$ cat src/shared/dtu_defs.svh
`ifndef DTU_DEFS_SVH
`define DTU_DEFS_SVH

// Debug register address window, inclusive
`define DTU_DBG_LO        16'hf000
`define DTU_DBG_HI        16'hfdff
// Performance counter register window, inclusive
`define DTU_PERF_LO       16'hfc00
`define DTU_PERF_HI       16'hfcff

// Software debug instruction encodings
`define DTU_SWDBG16_MASK  16'hffff
`define DTU_SWDBG16_CODE  16'ha000
`define DTU_SWDBG32_MASK  32'h0fffffff
`define DTU_SWDBG32_CODE  32'h0100000d

// Event configuration fields
`define DTU_CFG_W         8
`define DTU_ACT_W         4
`define DTU_SUSP_BIT      4
`define DTU_BOD_BIT       5
`define DTU_BBM_BIT       6
`define DTU_CNT_BIT       7

// Trigger configuration fields
`define DTU_TCFG_W        16
`define DTU_TEN_EXEC      8
`define DTU_TEN_LOAD      9
`define DTU_TEN_STORE     10
`define DTU_TRNG_BIT      11
`define DTU_TQUAL_BIT     12

// Event source codes in status
`define DTU_SRC_W         4
`define DTU_SRC_EXT       4'h0
`define DTU_SRC_SW        4'h1
`define DTU_SRC_CREG      4'h2
`define DTU_SRC_TRIG      4'h8

`endif

$ cat src/shared/dtu_pkg.sv
package dtu_pkg;
	typedef enum logic [3:0] {
		DTU_ACT_NONE    = 4'h0,
		DTU_ACT_STATUS  = 4'h1,
		DTU_ACT_BRKOUT  = 4'h2,
		DTU_ACT_HALT    = 4'h3,
		DTU_ACT_TRAP    = 4'h4,
		DTU_ACT_IRQ0    = 4'h5,
		DTU_ACT_IRQ1    = 4'h6,
		DTU_ACT_IRQ2    = 4'h7,
		DTU_ACT_IRQ3    = 4'h8,
		DTU_ACT_SUSPIN  = 4'h9,
		DTU_ACT_DISABLE = 4'hf
	} dtu_act_t;
	typedef enum logic [1:0] {
		DTU_ST_IDLE = 2'b01,
		DTU_ST_BUSY = 2'b10
	} dtu_state_t;
endpackage

$ cat src/design/dtu_debug_event_trigger_unit.sv
`timescale 1ns/10ps
`default_nettype none
`include "dtu_defs.svh"

// Summary of operation
// - With debug enabled, break-in, debug instruction, register moves and triggers raise events
// - Break-in recognition waits while a non-cancellable multi-cycle operation runs
// - Break-in event takes actions from the external event configuration
// - With debug disabled, debug instruction yields no event and no effect
// - Short and long debug instruction encodings behave identically
// - Debug instruction event takes actions from the software event configuration
// - Move to or from a user core register raises an event
// - No register access event inside the debug register window F000 to FDFF
// - Debug controller setup and performance counter accesses never raise events
// - Register access event takes actions from the register access configuration
// - Triggers compare virtual fetch and data addresses only
// - Trigger event takes actions from the firing trigger's configuration
// - Each trigger has address and configuration; exec, load, store, single or range
// - Range fires when address at least even address and below odd address
// - With even range bit set, odd partner configuration is ignored entirely
// - Up to four ranges from pairs 0/1 to 6/7, enabled by even member
// - Range bit of odd triggers is reserved and has no effect
// - With task qualify set, trigger needs address match and task identifier match
// - Every activation sets its record bit; ranges record lower trigger only
// - Record is read only, cleared by any read, writes ignored
// - Each event performs the actions selected by its configuration
// - Debug disabled while enable bit zero, enabled while one, driven externally
// - Each event updates source and posted status; previous suspend and suspend also, except for interrupt actions
module dtu_debug_event_trigger_unit #(
	parameter int NTRIG = 8,
	parameter int AW    = 32,
	parameter int TIDW  = 8
) (
	input  wire logic                                clk,
	input  wire logic                                nrst,
	input  wire logic                                debugEnable,
	input  wire logic                                breakIn,
	input  wire logic                                nonCancelBusy,
	input  wire logic                                instrValid,
	input  wire logic [31:0]                         instrWord,
	input  wire logic                                instrIsShort,
	input  wire logic                                coreRegAccess,
	input  wire logic [15:0]                         coreRegAddr,
	input  wire logic                                fetchValid,
	input  wire logic [AW-1:0]                       fetchVaddr,
	input  wire logic                                loadValid,
	input  wire logic                                storeValid,
	input  wire logic [AW-1:0]                       dataVaddr,
	input  wire logic [TIDW-1:0]                     currentTaskIdentifier,
	input  wire logic [`DTU_CFG_W-1:0]               externalEventConfig,
	input  wire logic [`DTU_CFG_W-1:0]               softwareEventConfig,
	input  wire logic [`DTU_CFG_W-1:0]               coreRegAccessEventConfig,
	input  wire logic [NTRIG*AW-1:0]                 triggerAddress,
	input  wire logic [NTRIG*`DTU_TCFG_W-1:0]        triggerEventConfig,
	input  wire logic [NTRIG*TIDW-1:0]               triggerTaskIdentifier,
	input  wire logic                                recordRead,
	output logic [NTRIG-1:0]                         accumulatedTriggerRecord,
	output logic                                     debugEvent,
	output logic [`DTU_SRC_W-1:0]                    eventSource,
	output logic                                     postedEvent,
	output logic                                     prevSuspend,
	output logic                                     suspendOut,
	output logic                                     breakOut,
	output logic                                     haltReq,
	output logic                                     trapReq,
	output logic [3:0]                               bkptIrq,
	output logic                                     counterToggle,
	output logic                                     suspendInHaltEn,
	output logic                                     breakBeforeMake
);
	import dtu_pkg::*;

	// Elaboration check: even trigger count, two to eight
	if (NTRIG < 2 || NTRIG > 8 || NTRIG % 2 != 0 || AW < 1 || TIDW < 1)
		$error("dtu: unsupported parameters");

	typedef struct packed {
		// Break-in synchroniser and pending flag
		logic [2:0]             brkSync;
		logic                   brkPend;
		// Accumulated trigger record
		logic [NTRIG-1:0]       rec;
		// Debug status
		logic                   evt;
		logic [`DTU_SRC_W-1:0]  src;
		logic                   posted;
		logic                   prevSusp;
		logic                   susp;
		// Action outputs
		logic                   brkOut;
		logic                   halt;
		logic                   trap;
		logic [3:0]             irq;
		logic                   cnt;
		logic                   suspInHalt;
		logic                   bbm;
		dtu_state_t             state;
	} dtu_state_s_t;

	dtu_state_s_t st_reg;
	dtu_state_s_t st_next;

	logic [NTRIG-1:0] hit;
	logic [NTRIG-1:0] actv;
	logic             brkRise;
	logic             swHit;
	logic             crHit;
	logic [`DTU_CFG_W-1:0] cfg;
	logic [`DTU_SRC_W-1:0] srcSel;
	logic             anyEvt;
	// Trigger compare terms
	logic [NTRIG-1:0] execSel;
	logic [NTRIG-1:0] dataSel;
	logic [NTRIG-1:0] execEq;
	logic [NTRIG-1:0] dataEq;
	logic [NTRIG-1:0] execIn;
	logic [NTRIG-1:0] dataIn;
	logic [NTRIG-1:0] rngEn;
	logic [NTRIG-1:0] taskOk;
	// Instruction and register move decode
	logic             inDbgWin;
	logic             inPerfWin;
	logic             shortHit;
	logic             longHit;
	dtu_act_t         act;

	// Per-trigger compare terms
	always_comb begin
		execSel = '0;
		dataSel = '0;
		execEq = '0;
		dataEq = '0;
		rngEn = '0;
		taskOk = '0;
		for (int i = 0; i < NTRIG; i++) begin
			execSel[i] = triggerEventConfig[i*`DTU_TCFG_W + `DTU_TEN_EXEC] && fetchValid;
			dataSel[i] = (triggerEventConfig[i*`DTU_TCFG_W + `DTU_TEN_LOAD] && loadValid)
				|| (triggerEventConfig[i*`DTU_TCFG_W + `DTU_TEN_STORE] && storeValid);
			execEq[i] = fetchVaddr == triggerAddress[i*AW +: AW];
			dataEq[i] = dataVaddr == triggerAddress[i*AW +: AW];
			taskOk[i] = !triggerEventConfig[i*`DTU_TCFG_W + `DTU_TQUAL_BIT]
				|| triggerTaskIdentifier[i*TIDW +: TIDW] == currentTaskIdentifier;
			if (i % 2 == 0)
				rngEn[i] = triggerEventConfig[i*`DTU_TCFG_W + `DTU_TRNG_BIT];
		end
	end

	// Range compares, even member holds the lower bound
	always_comb begin
		execIn = '0;
		dataIn = '0;
		for (int p = 0; p < NTRIG; p += 2) begin
			execIn[p] = fetchVaddr >= triggerAddress[p*AW +: AW]
				&& fetchVaddr < triggerAddress[(p+1)*AW +: AW];
			dataIn[p] = dataVaddr >= triggerAddress[p*AW +: AW]
				&& dataVaddr < triggerAddress[(p+1)*AW +: AW];
		end
	end

	// Single hits, then enabled range pairs override both members
	always_comb begin
		hit = '0;
		actv = '0;
		for (int i = 0; i < NTRIG; i++) begin
			hit[i] = ((execSel[i] && execEq[i]) || (dataSel[i] && dataEq[i])) && taskOk[i];
			actv[i] = hit[i];
		end
		for (int p = 0; p < NTRIG; p += 2) begin
			if (rngEn[p]) begin
				actv[p] = ((execSel[p] && execIn[p]) || (dataSel[p] && dataIn[p])) && taskOk[p];
				actv[p+1] = 1'b0;
			end
		end
	end

	// Break-in counts once flops two and three agree high
	assign brkRise = st_reg.brkSync[2] && st_reg.brkSync[1];
	assign shortHit = (instrWord[15:0] & `DTU_SWDBG16_MASK) == `DTU_SWDBG16_CODE;
	assign longHit = (instrWord & `DTU_SWDBG32_MASK) == `DTU_SWDBG32_CODE;
	assign swHit = instrValid && (instrIsShort ? shortHit : longHit);
	assign inDbgWin = coreRegAddr >= `DTU_DBG_LO && coreRegAddr <= `DTU_DBG_HI;
	assign inPerfWin = coreRegAddr >= `DTU_PERF_LO && coreRegAddr <= `DTU_PERF_HI;
	assign crHit = coreRegAccess && !inDbgWin && !inPerfWin;

	// Event priority: break-in, trigger, register move, instruction
	always_comb begin
		cfg = '0;
		srcSel = `DTU_SRC_EXT;
		anyEvt = 1'b0;
		act = DTU_ACT_NONE;
		if (debugEnable) begin
			if (st_reg.brkPend && !nonCancelBusy) begin
				cfg = externalEventConfig;
				srcSel = `DTU_SRC_EXT;
				anyEvt = 1'b1;
			end else if (|actv) begin
				cfg = '0;
				for (int k = NTRIG-1; k >= 0; k--) begin
					if (actv[k]) begin
						cfg = triggerEventConfig[k*`DTU_TCFG_W +: `DTU_CFG_W];
						srcSel = `DTU_SRC_TRIG | 4'(k);
					end
				end
				anyEvt = 1'b1;
			end else if (crHit) begin
				cfg = coreRegAccessEventConfig;
				srcSel = `DTU_SRC_CREG;
				anyEvt = 1'b1;
			end else if (swHit) begin
				cfg = softwareEventConfig;
				srcSel = `DTU_SRC_SW;
				anyEvt = 1'b1;
			end
		end
		act = dtu_act_t'(cfg[`DTU_ACT_W-1:0]);
		if (act == DTU_ACT_DISABLE)
			anyEvt = 1'b0;
	end

	always_comb begin
		st_next = st_reg;

		// Three-stage break-in synchroniser
		st_next.brkSync = {st_reg.brkSync[1:0], breakIn};
		if (brkRise && !st_reg.brkPend && st_reg.state == DTU_ST_IDLE)
			st_next.brkPend = debugEnable;

		// Action pulses last one cycle
		st_next.evt = 1'b0;
		st_next.brkOut = 1'b0;
		st_next.halt = 1'b0;
		st_next.trap = 1'b0;
		st_next.irq = '0;
		st_next.cnt = 1'b0;

		// Record: a read clears, a new activation still sets
		if (recordRead)
			st_next.rec = '0;
		if (debugEnable)
			st_next.rec = st_next.rec | actv;

		// Break-in level tracking, one arm per rising edge
		case (st_reg.state)
			DTU_ST_IDLE: begin
				if (!brkRise)
					st_next.state = DTU_ST_IDLE;
			end
			DTU_ST_BUSY: begin
				if (!st_reg.brkSync[1])
					st_next.state = DTU_ST_IDLE;
			end
			default: st_next.state = DTU_ST_IDLE;
		endcase
		if (brkRise)
			st_next.state = DTU_ST_BUSY;

		// Status and actions of the selected event
		if (anyEvt) begin
			if (srcSel == `DTU_SRC_EXT)
				st_next.brkPend = 1'b0;
			st_next.evt = 1'b1;
			st_next.src = srcSel;
			st_next.posted = 1'b1;
			st_next.bbm = cfg[`DTU_BBM_BIT];
			st_next.brkOut = cfg[`DTU_BOD_BIT] || act == DTU_ACT_BRKOUT;
			st_next.cnt = cfg[`DTU_CNT_BIT];
			st_next.halt = act == DTU_ACT_HALT;
			st_next.trap = act == DTU_ACT_TRAP;
			st_next.suspInHalt = act == DTU_ACT_SUSPIN;
			case (act)
				DTU_ACT_IRQ0: st_next.irq = 4'h1;
				DTU_ACT_IRQ1: st_next.irq = 4'h2;
				DTU_ACT_IRQ2: st_next.irq = 4'h4;
				DTU_ACT_IRQ3: st_next.irq = 4'h8;
				default: st_next.irq = 4'h0;
			endcase
			if (!(act inside {DTU_ACT_IRQ0, DTU_ACT_IRQ1, DTU_ACT_IRQ2, DTU_ACT_IRQ3})) begin
				st_next.prevSusp = st_reg.susp;
				st_next.susp = cfg[`DTU_SUSP_BIT];
			end
		end
	end

	always_ff @(posedge clk or negedge nrst) begin
		if (!nrst) begin
			st_reg.brkSync <= 3'h0;
			st_reg.brkPend <= 1'b0;
			st_reg.rec <= '0;
			st_reg.evt <= 1'b0;
			st_reg.src <= '0;
			st_reg.posted <= 1'b0;
			st_reg.prevSusp <= 1'b0;
			st_reg.susp <= 1'b0;
			st_reg.brkOut <= 1'b0;
			st_reg.halt <= 1'b0;
			st_reg.trap <= 1'b0;
			st_reg.irq <= 4'h0;
			st_reg.cnt <= 1'b0;
			st_reg.suspInHalt <= 1'b0;
			st_reg.bbm <= 1'b0;
			st_reg.state <= DTU_ST_IDLE;
		end else begin
			st_reg <= st_next;
		end
	end

	// Outputs straight from the state register
	assign accumulatedTriggerRecord = st_reg.rec;
	assign debugEvent = st_reg.evt;
	assign eventSource = st_reg.src;
	assign postedEvent = st_reg.posted;
	assign prevSuspend = st_reg.prevSusp;
	assign suspendOut = st_reg.susp;
	assign breakOut = st_reg.brkOut;
	assign haltReq = st_reg.halt;
	assign trapReq = st_reg.trap;
	assign bkptIrq = st_reg.irq;
	assign counterToggle = st_reg.cnt;
	assign suspendInHaltEn = st_reg.suspInHalt;
	assign breakBeforeMake = st_reg.bbm;
endmodule
`default_nettype wire

$ cat config.mk
export PLATFORM = sky130hd
export DESIGN_NAME = dtu_debug_event_trigger_unit
export DESIGN_NICKNAME = d
export VERILOG_FILES = /design/src/shared/dtu_pkg.sv /design/src/design/dtu_debug_event_trigger_unit.sv
export VERILOG_INCLUDE_DIRS = /design/src /design/src/shared
export SDC_FILE = /design/constraint.sdc
export NUM_CORES = 1
export LEC_CHECK = 0
export ABC_AREA = 1
export BUFFER_PORTS_ARGS = -buffer_cell sky130_fd_sc_hd__buf_2
export CORE_AREA = 2 2 242 244
export CTS_BUF_LIST = sky130_fd_sc_hd__clkbuf_2
export DETAILED_ROUTE_END_ITERATION = 12
export DIE_AREA = 0 0 244 246
export PLACE_DENSITY = 0.49
export SLEW_MARGIN = 20
export SYNTH_ARGS = -nofsm -noshare
export SYNTH_HDL_FRONTEND = slang
export SYNTH_SLANG_ARGS = --single-unit
$ cat constraint.sdc
create_clock -name clk -period 2.5 [get_ports clk]
set_input_delay 0 -clock clk [delete_from_list [all_inputs] [get_ports clk]]
set_output_delay 0 -clock clk [all_outputs]
set_load 0.1 [all_outputs]
After elaboration in Yosys (flattened, before gate mapping)

Index checks and enable logic that the tools add are counted.

Memories: 0
Memory bits (read-only): 0
Bits of input ports: 604
Bits in latches: 0
Bits in registers: 32
Output and inout port bits: 26
Bits in writable memories: 0
Word-level logic and storage cells: 246

Shift operators: 0
Multipliers: 0
Reductions and logical operators: 122
Equality and inequality tests: 38
Bitwise operators: 2
$lt $le $gt $ge: 20
Add/sub/neg operators: 0
Div/mod/pow operators: 0
Mux-type cells: 48

Operators by type and width:

| operator             | count |
|---|---|
| $eq 32x32->1         | 16 |
| $ge 32x32->1         | 8 |
| $lt 32x32->1         | 8 |
| $mux 8               | 15 |
| $logic_and 1x1->1    | 77 |
| $eq 8x8->1           | 8 |
| $mux 4               | 11 |
| $ge 16x16->1 const B | 2 |
| $le 16x16->1 const B | 2 |
| $logic_or 1x1->1     | 29 |
| $eq 28x25->1 const B | 1 |
| $mux 18              | 1 |
| $mux 2               | 9 |
| $eq 16x16->1 const B | 1 |
| $eq 4x3->1 const B   | 4 |
| $pmux 4 s4           | 1 |
| $eq 4x4->1 const B   | 3 |
| $logic_not 1->1      | 12 |
| $mux 1               | 11 |
| $eq 4x2->1 const B   | 2 |
| $or 8x8->8           | 1 |
| $reduce_or 8->1      | 1 |
| $logic_not 4->1      | 1 |
| $reduce_bool 4->1    | 1 |
| other kinds (5)      | 5 |

Logic depth before layout (Yosys ltp)

Depth in word-level cells: 21
Gate-level depth with buffers: 35
Depth with buffers taken out: 35

Worst setup path after synthesis

OpenSTA, ideal clock, no wires.

Path kind: input -> register
Start point: input triggerAddress[183]
End point: register st_reg, in the netlist prevSuspend
Path slack: -0.026 ns
Required time: 2.375 ns
Cell stages on the path: 26
Buffers on the path: 1
Library setup time: 0.125 ns
Arrival: 2.401 ns
Cell sequence: inv_1 > ha_1 > nand2_1 > nor2_1 > nand4_1 > and2b_1 > a21oi_1 > nand2_1 > nand3_2 > nand2_4 > inv_4 > nor2_4 > inv_2 > nor2_8 > nand2_4 > nor2_8 > nand3_1 > nand2_1 > nand2_1 > nand2_1 > nor2_2 > nand2_2 > nand2_4 > buf_6 > o21ai_1 > nand2_1

Word-level cells in the longest chain between the ends: 18
Elaborated cells between the ends (all ways): 37
Classes of those cells: order compare: 2; eq/ne: 7; mux: 14; bitwise: 1; reduce/logical: 13

RTL lines:

| item                                                  | line                                                                                                          | text |
|---|---|---|
| start, declared                                       | dtu_debug_event_trigger_unit.sv:53                                                                            | `input wire logic [NTRIG*AW-1:0] triggerAddress,` |
| $lt 32x32->1 (tied with other cells)                  | dtu_debug_event_trigger_unit.sv:154                                                                           | `&& fetchVaddr < triggerAddress[(p+1)*AW +: AW];` |
| $logic_and 1x1->1, on equally long branches           | dtu_debug_event_trigger_unit.sv:154, dtu_debug_event_trigger_unit.sv:156, dtu_debug_event_trigger_unit.sv:165 |  |
| $logic_and 1x1->1 or $logic_or 1x1->1 (tied branches) | dtu_debug_event_trigger_unit.sv:170, dtu_debug_event_trigger_unit.sv:165                                      |  |
| $logic_or 1x1->1 or $logic_and 1x1->1 (tied branches) | dtu_debug_event_trigger_unit.sv:170, dtu_debug_event_trigger_unit.sv:165                                      |  |
| $logic_and 1x1->1 or $mux 2 (tied branches)           | dtu_debug_event_trigger_unit.sv:170, dtu_debug_event_trigger_unit.sv:169                                      |  |
| $mux 2 *                                              | dtu_debug_event_trigger_unit.sv:169                                                                           | `if (rngEn[p]) begin` |
| $mux 8 (5 in a row)                                   | dtu_debug_event_trigger_unit.sv:199                                                                           | `if (actv[k]) begin` |
| $mux 8                                                | dtu_debug_event_trigger_unit.sv:196                                                                           | `end else if (\|actv) begin` |
| $mux 8                                                | dtu_debug_event_trigger_unit.sv:192                                                                           | `if (st_reg.brkPend && !nonCancelBusy) begin` |
| $mux 8                                                | dtu_debug_event_trigger_unit.sv:191                                                                           | `if (debugEnable) begin` |
| $eq 4x3->1 or $eq 4x4->1 (tied branches)              | dtu_debug_event_trigger_unit.sv:277                                                                           | `if (!(act inside {DTU_ACT_IRQ0, DTU_ACT_IRQ1, DTU_ACT_IRQ2, DTU_ACT_IRQ3})) begin` |
| $reduce_bool 4->1                                     | dtu_debug_event_trigger_unit.sv:277                                                                           |  |
| $not 1->1 (no line)                                   | --                                                                                                            |  |
| $reduce_and 2->1 (no line) *                          | --                                                                                                            |  |
| end signal, assigned                                  | dtu_debug_event_trigger_unit.sv:303                                                                           | `st_reg <= st_next;` |
| end, declared                                         | dtu_debug_event_trigger_unit.sv:100                                                                           | `dtu_state_s_t st_reg;` |

Every way passes the cells marked *; elsewhere a longest branch is shown, timed or not.
A chain may end at the register's enable or synchronous reset.

Worst setup path after layout

Start point: input fetchVaddr[14]
End point: register st_reg, in the netlist postedEvent

Word-level cells in the longest chain between the ends: 18
Elaborated cells between the ends (all ways): 77
Classes of those cells: order compare: 8; eq/ne: 9; mux: 19; reduce/logical: 41

RTL lines:

| item                                                  | line                                                                     | text |
|---|---|---|
| start, declared                                       | dtu_debug_event_trigger_unit.sv:45                                       | `input wire logic [AW-1:0] fetchVaddr,` |
| $ge 32x32->1 (tied with other cells)                  | dtu_debug_event_trigger_unit.sv:153                                      | `execIn[p] = fetchVaddr >= triggerAddress[p*AW +: AW]` |
| $logic_and 1x1->1, on equally long branches           | dtu_debug_event_trigger_unit.sv:154, dtu_debug_event_trigger_unit.sv:165 |  |
| $logic_and 1x1->1 or $logic_or 1x1->1 (tied branches) | dtu_debug_event_trigger_unit.sv:170, dtu_debug_event_trigger_unit.sv:165 |  |
| $logic_or 1x1->1 or $logic_and 1x1->1 (tied branches) | dtu_debug_event_trigger_unit.sv:170, dtu_debug_event_trigger_unit.sv:165 |  |
| $logic_and 1x1->1 or $mux 2 (tied branches)           | dtu_debug_event_trigger_unit.sv:170, dtu_debug_event_trigger_unit.sv:169 |  |
| $mux 2 or $mux 8 (tied branches)                      | dtu_debug_event_trigger_unit.sv:169, dtu_debug_event_trigger_unit.sv:199 |  |
| $mux 8 (7 in a row)                                   | dtu_debug_event_trigger_unit.sv:199                                      |  |
| $mux 8                                                | dtu_debug_event_trigger_unit.sv:196                                      |  |
| $mux 8                                                | dtu_debug_event_trigger_unit.sv:192                                      |  |
| $mux 8                                                | dtu_debug_event_trigger_unit.sv:191                                      |  |
| $eq 4x4->1                                            | dtu_debug_event_trigger_unit.sv:216                                      | `if (act == DTU_ACT_DISABLE)` |
| $mux 1 *                                              | dtu_debug_event_trigger_unit.sv:216                                      |  |
| net anyEvt                                            | dtu_debug_event_trigger_unit.sv:110                                      | `logic anyEvt;` |

Mark *: on every way through the listed nets, which the timed path passes. The rest lies on a longest branch.

==> impl_metrics.env <==
export IMPL_syn_nets=3630
export IMPL_dieArea_um2=60020
export IMPL_max_slew_worst_pin_slew_ns=0.7262
export IMPL_ys_warn_count=0
export IMPL_critPathLaunchType="input pin"
export IMPL_maxCapViolations=0
export IMPL_synth_cell_types=58
export IMPL_yosysSeqAreaShare=0.04906
export IMPL_largest_register_ffs=8
export IMPL_slowest_delay_ns=0.30
export IMPL_critPathBufInv=6
export IMPL_synthCells=2514
export IMPL_min_from="recordRead"
export IMPL_drt_iter0_drc=1119
export IMPL_clkTransAtPathRegs_ns=0.18
export IMPL_cts_tree="yes"
export IMPL_row_count=88
export IMPL_finalSetupViolations=19
export IMPL_grt_max_degree=33
export IMPL_rsz0062_at_grt="true"
export IMPL_io_pins=630
export IMPL_coreArea_um2=57370
export IMPL_power_frac_seq=0.105
export IMPL_cp_top_family="simple AND/OR/NAND/NOR gates"
export IMPL_synth_area_um2=16350
export IMPL_grt_ovfl_total=0
export IMPL_status="finished, violations left"
export IMPL_drive_gt1_frac=0.3885
export IMPL_grt_pass1_vias=19752
export IMPL_dp_cells=4183
export IMPL_violations="setup timing"
export IMPL_final_cells=4280
export IMPL_swShare=0.5141
export IMPL_crit_path_end_kind="flop"
export IMPL_cts_made_buffers=5
export IMPL_track_usage=0.2633
export IMPL_insertion_delay_ns=0.36
export IMPL_synth_top_flop_cell="dfrtp_1"
export IMPL_synth_avg_cell_area_um2=6.502
export IMPL_pwr_share_clk=0.061
export IMPL_async_flop_share=1.000
export IMPL_critical_path_class="input pin to flop"
export IMPL_crit_arrival_ns=3.23
export IMPL_leakagePower_nw=14.51
export IMPL_synth_edf_count=0
export IMPL_critPathRequiredTime_ns=2.76
export IMPL_r2r_slack_ns=0.56
export IMPL_die_h_um=246
export IMPL_finish_instance_area_um2=25710
export IMPL_fin_crit_ns=2.966
export IMPL_power_switching_mw=2.956
export IMPL_via_count=20443
export IMPL_crit_start="fetchVaddr[14]"
export IMPL_final_max_slew_viol_count=0
export IMPL_cts_sinks=32
export IMPL_fmax_mhz=337.2
export IMPL_h_tree_depth=2
export IMPL_gp_congestion=0.9797
export IMPL_io_buffers=588
export IMPL_rr_startpoint="st_reg[28]"
export IMPL_fin_crit_sh=1.186
export IMPL_drt_pass1_iterations=5
export IMPL_die_w_um=244
export IMPL_worst_path_max_delay_cell="ha_1"
export IMPL_place_area_um2=22730
export IMPL_p_int_mw=2.794
export IMPL_num_nets_final=4621
export IMPL_wl_per_cell_um=19.59
export IMPL_crit_fanout=8
export IMPL_min_path_type="input pin to flop"
export IMPL_relSlewSlack=0.5158
export IMPL_ir_drop_v=0.0002533
export IMPL_route_detailed_drc=0
export IMPL_wl_um=83860
export IMPL_powerDensity_nw_per_um2=223.7
export IMPL_via_per_inst=4.776
export IMPL_cts_root_buf="clkbuf_2"
export IMPL_place_hpwl_um=73890
export IMPL_antenna_found_initial=15
export IMPL_finalHoldViolations=0
export IMPL_grt_pass1_wl_um=118900
export IMPL_drtAntennaViolNets=0
export IMPL_p_comb_frac=0.834
export IMPL_worst_clock_skew_ns=0.01009
export IMPL_area_delta_synth_final_pct=57.25
export IMPL_start_util=0.2850
export IMPL_cts_buffer_depth=2
export IMPL_ys_ff_latch=32
export IMPL_timing_final_ws_setup_ns=-0.4659
-- Yosys cell counts, types with 9 or more instances --
cell type	number	area, um^2
nand2_1	574	2155
ha_1	512	6406
inv_1	420	1577
a21oi_1	266	1331
nor2_1	178	668.1
o21ai_0	98	490.5
nand3_1	87	435.4
nand4_1	66	412.9
xnor2_1	34	297.8
dfrtp_1	31	775.7
nor3_1	29	145.1
buf_4	23	172.7
o21a_1	19	142.6
or2_2	13	81.33
inv_2	12	45.04
o211ai_1	12	90.09
o21bai_1	12	90.09
nand3b_1	9	67.56
xor2_1	9	78.83
-- layout by cell type, fill, tap and decap left out, types with 9 or more instances in the layout --
cell type  count
o21a_1        19
xnor2_1       34
nor2_4        18
o21ai_0       88
a21oi_2       21
inv_1        398
or2_2         13
nand3_2       11
o21ai_1       15
ha_1         439
nand3b_1       9
buf_8         21
nor2_2        49
ha_4          73
nand3_1       77
buf_4        355
a21oi_1      244
xor2_1         9
buf_2        564
diode_2        9
nand2_4       18
nand4_1       66
nor2_1       116
inv_2         27
dfrtp_1       31
o211ai_1      12
nand2_1      500
buf_12        13
buf_6         61
nor3_1        24
o21bai_1      12
nand2_2       66
-- per-stage QoR --
stage | setup slack [ns] | util | TNS, ns | hold WS (ns) | power, mW
4_1_cts | -0.5014 | 0.4110 | -7.768 | 0.02182 | 5.250
3_5_place_dp | -1.423 | 0.3963 | -25.04 | 0.09970 | 4.727
3_3_place_gp | -1.432 | 0.3963 | -25.17 | 0.1065 | 4.721
6_report | -0.4659 | 0.4481 | -7.331 | 0.03951 | 5.749
5_1_grt | -0.5844 | 0.4479 | -9.644 | 0.03529 | 6.275
2_1_floorplan | -0.01066 | - | -0.01273 | -0.2956 | 2.825
-- layout make-up --
type,count,area [um^2]
Inverter,434,1650
Clock buffer,6,30.03
Timing Repair Buffer,1018,6790
Fill cell,6051,31660
Clock inverter,2,35.03
Tap cell,765,957.2
Multi-Input combinational cell,2014,15420
Antenna cell,9,22.52
Sequential cell,32,802.0
-- routing by layer --
metal,up-vias,track usage,share of wire
met5,-,0,0.00055
met4,8,0.06277,0.034
met3,123,0.02168,0.057
met2,623,0.4466,0.46
met1,9244,0.3597,0.45
li1,10445,-,-
-- what timing repair did --
item                                    in CTS  in global routing
buffers inserted                            35                 45
resized for setup                          121                362
hold buffers                                 4                  0
pin swaps                                   43                133
hold endpoints to repair                    34                  0
endpoints found under the setup margin      19                 19
-- worst paths after layout --
check / end / depth (start not counted)
setup / recovery: postedEvent / 28
hold / removal: accumulatedTriggerRecord[2] / 4
setup reg to reg: postedEvent / 12
hold reg to reg: st_next[31] / 0
max in group asynchronous: bkptIrq[2] / 2
min in group asynchronous: bkptIrq[1] / 2
-- cells by family after synthesis --
group	count (synthesis)	share of synthesized area
AND/OR/NAND/NOR	1005	0.2677
adder cells (fa/ha/maj)	512	0.3919
buffers and inverters	468	0.1147
AO/OA/AOI/OAI	454	0.1536
XOR/XNOR	43	0.02304
flip-flops	32	0.04906
-- power by group through the flow --
stage               Clock (mW)  Sequential, mW  Combinational, mW
finish                   0.353           0.601               4.79
CTS                      0.358           0.600               4.29
global route             0.376           0.605               5.29
floorplan                    0           0.769               2.06
global placement             0           0.612               4.11
detailed placement           0           0.610               4.12
-- worst reg2reg max path, cell delays in order (launching register included) --
cell and delay [ns]:
dfrtp_1 0.41, inv_1 0.06, nor2_1 0.04, inv_1 0.33, or2_2 0.20, nand2_1 0.05
inv_1 0.08, nand2_2 0.10, nor2_4 0.11, nand2_2 0.07, nand2_4 0.12, inv_4 0.06
or2_1 0.23
No activity file was read; power rests on OpenSTA's default activity.
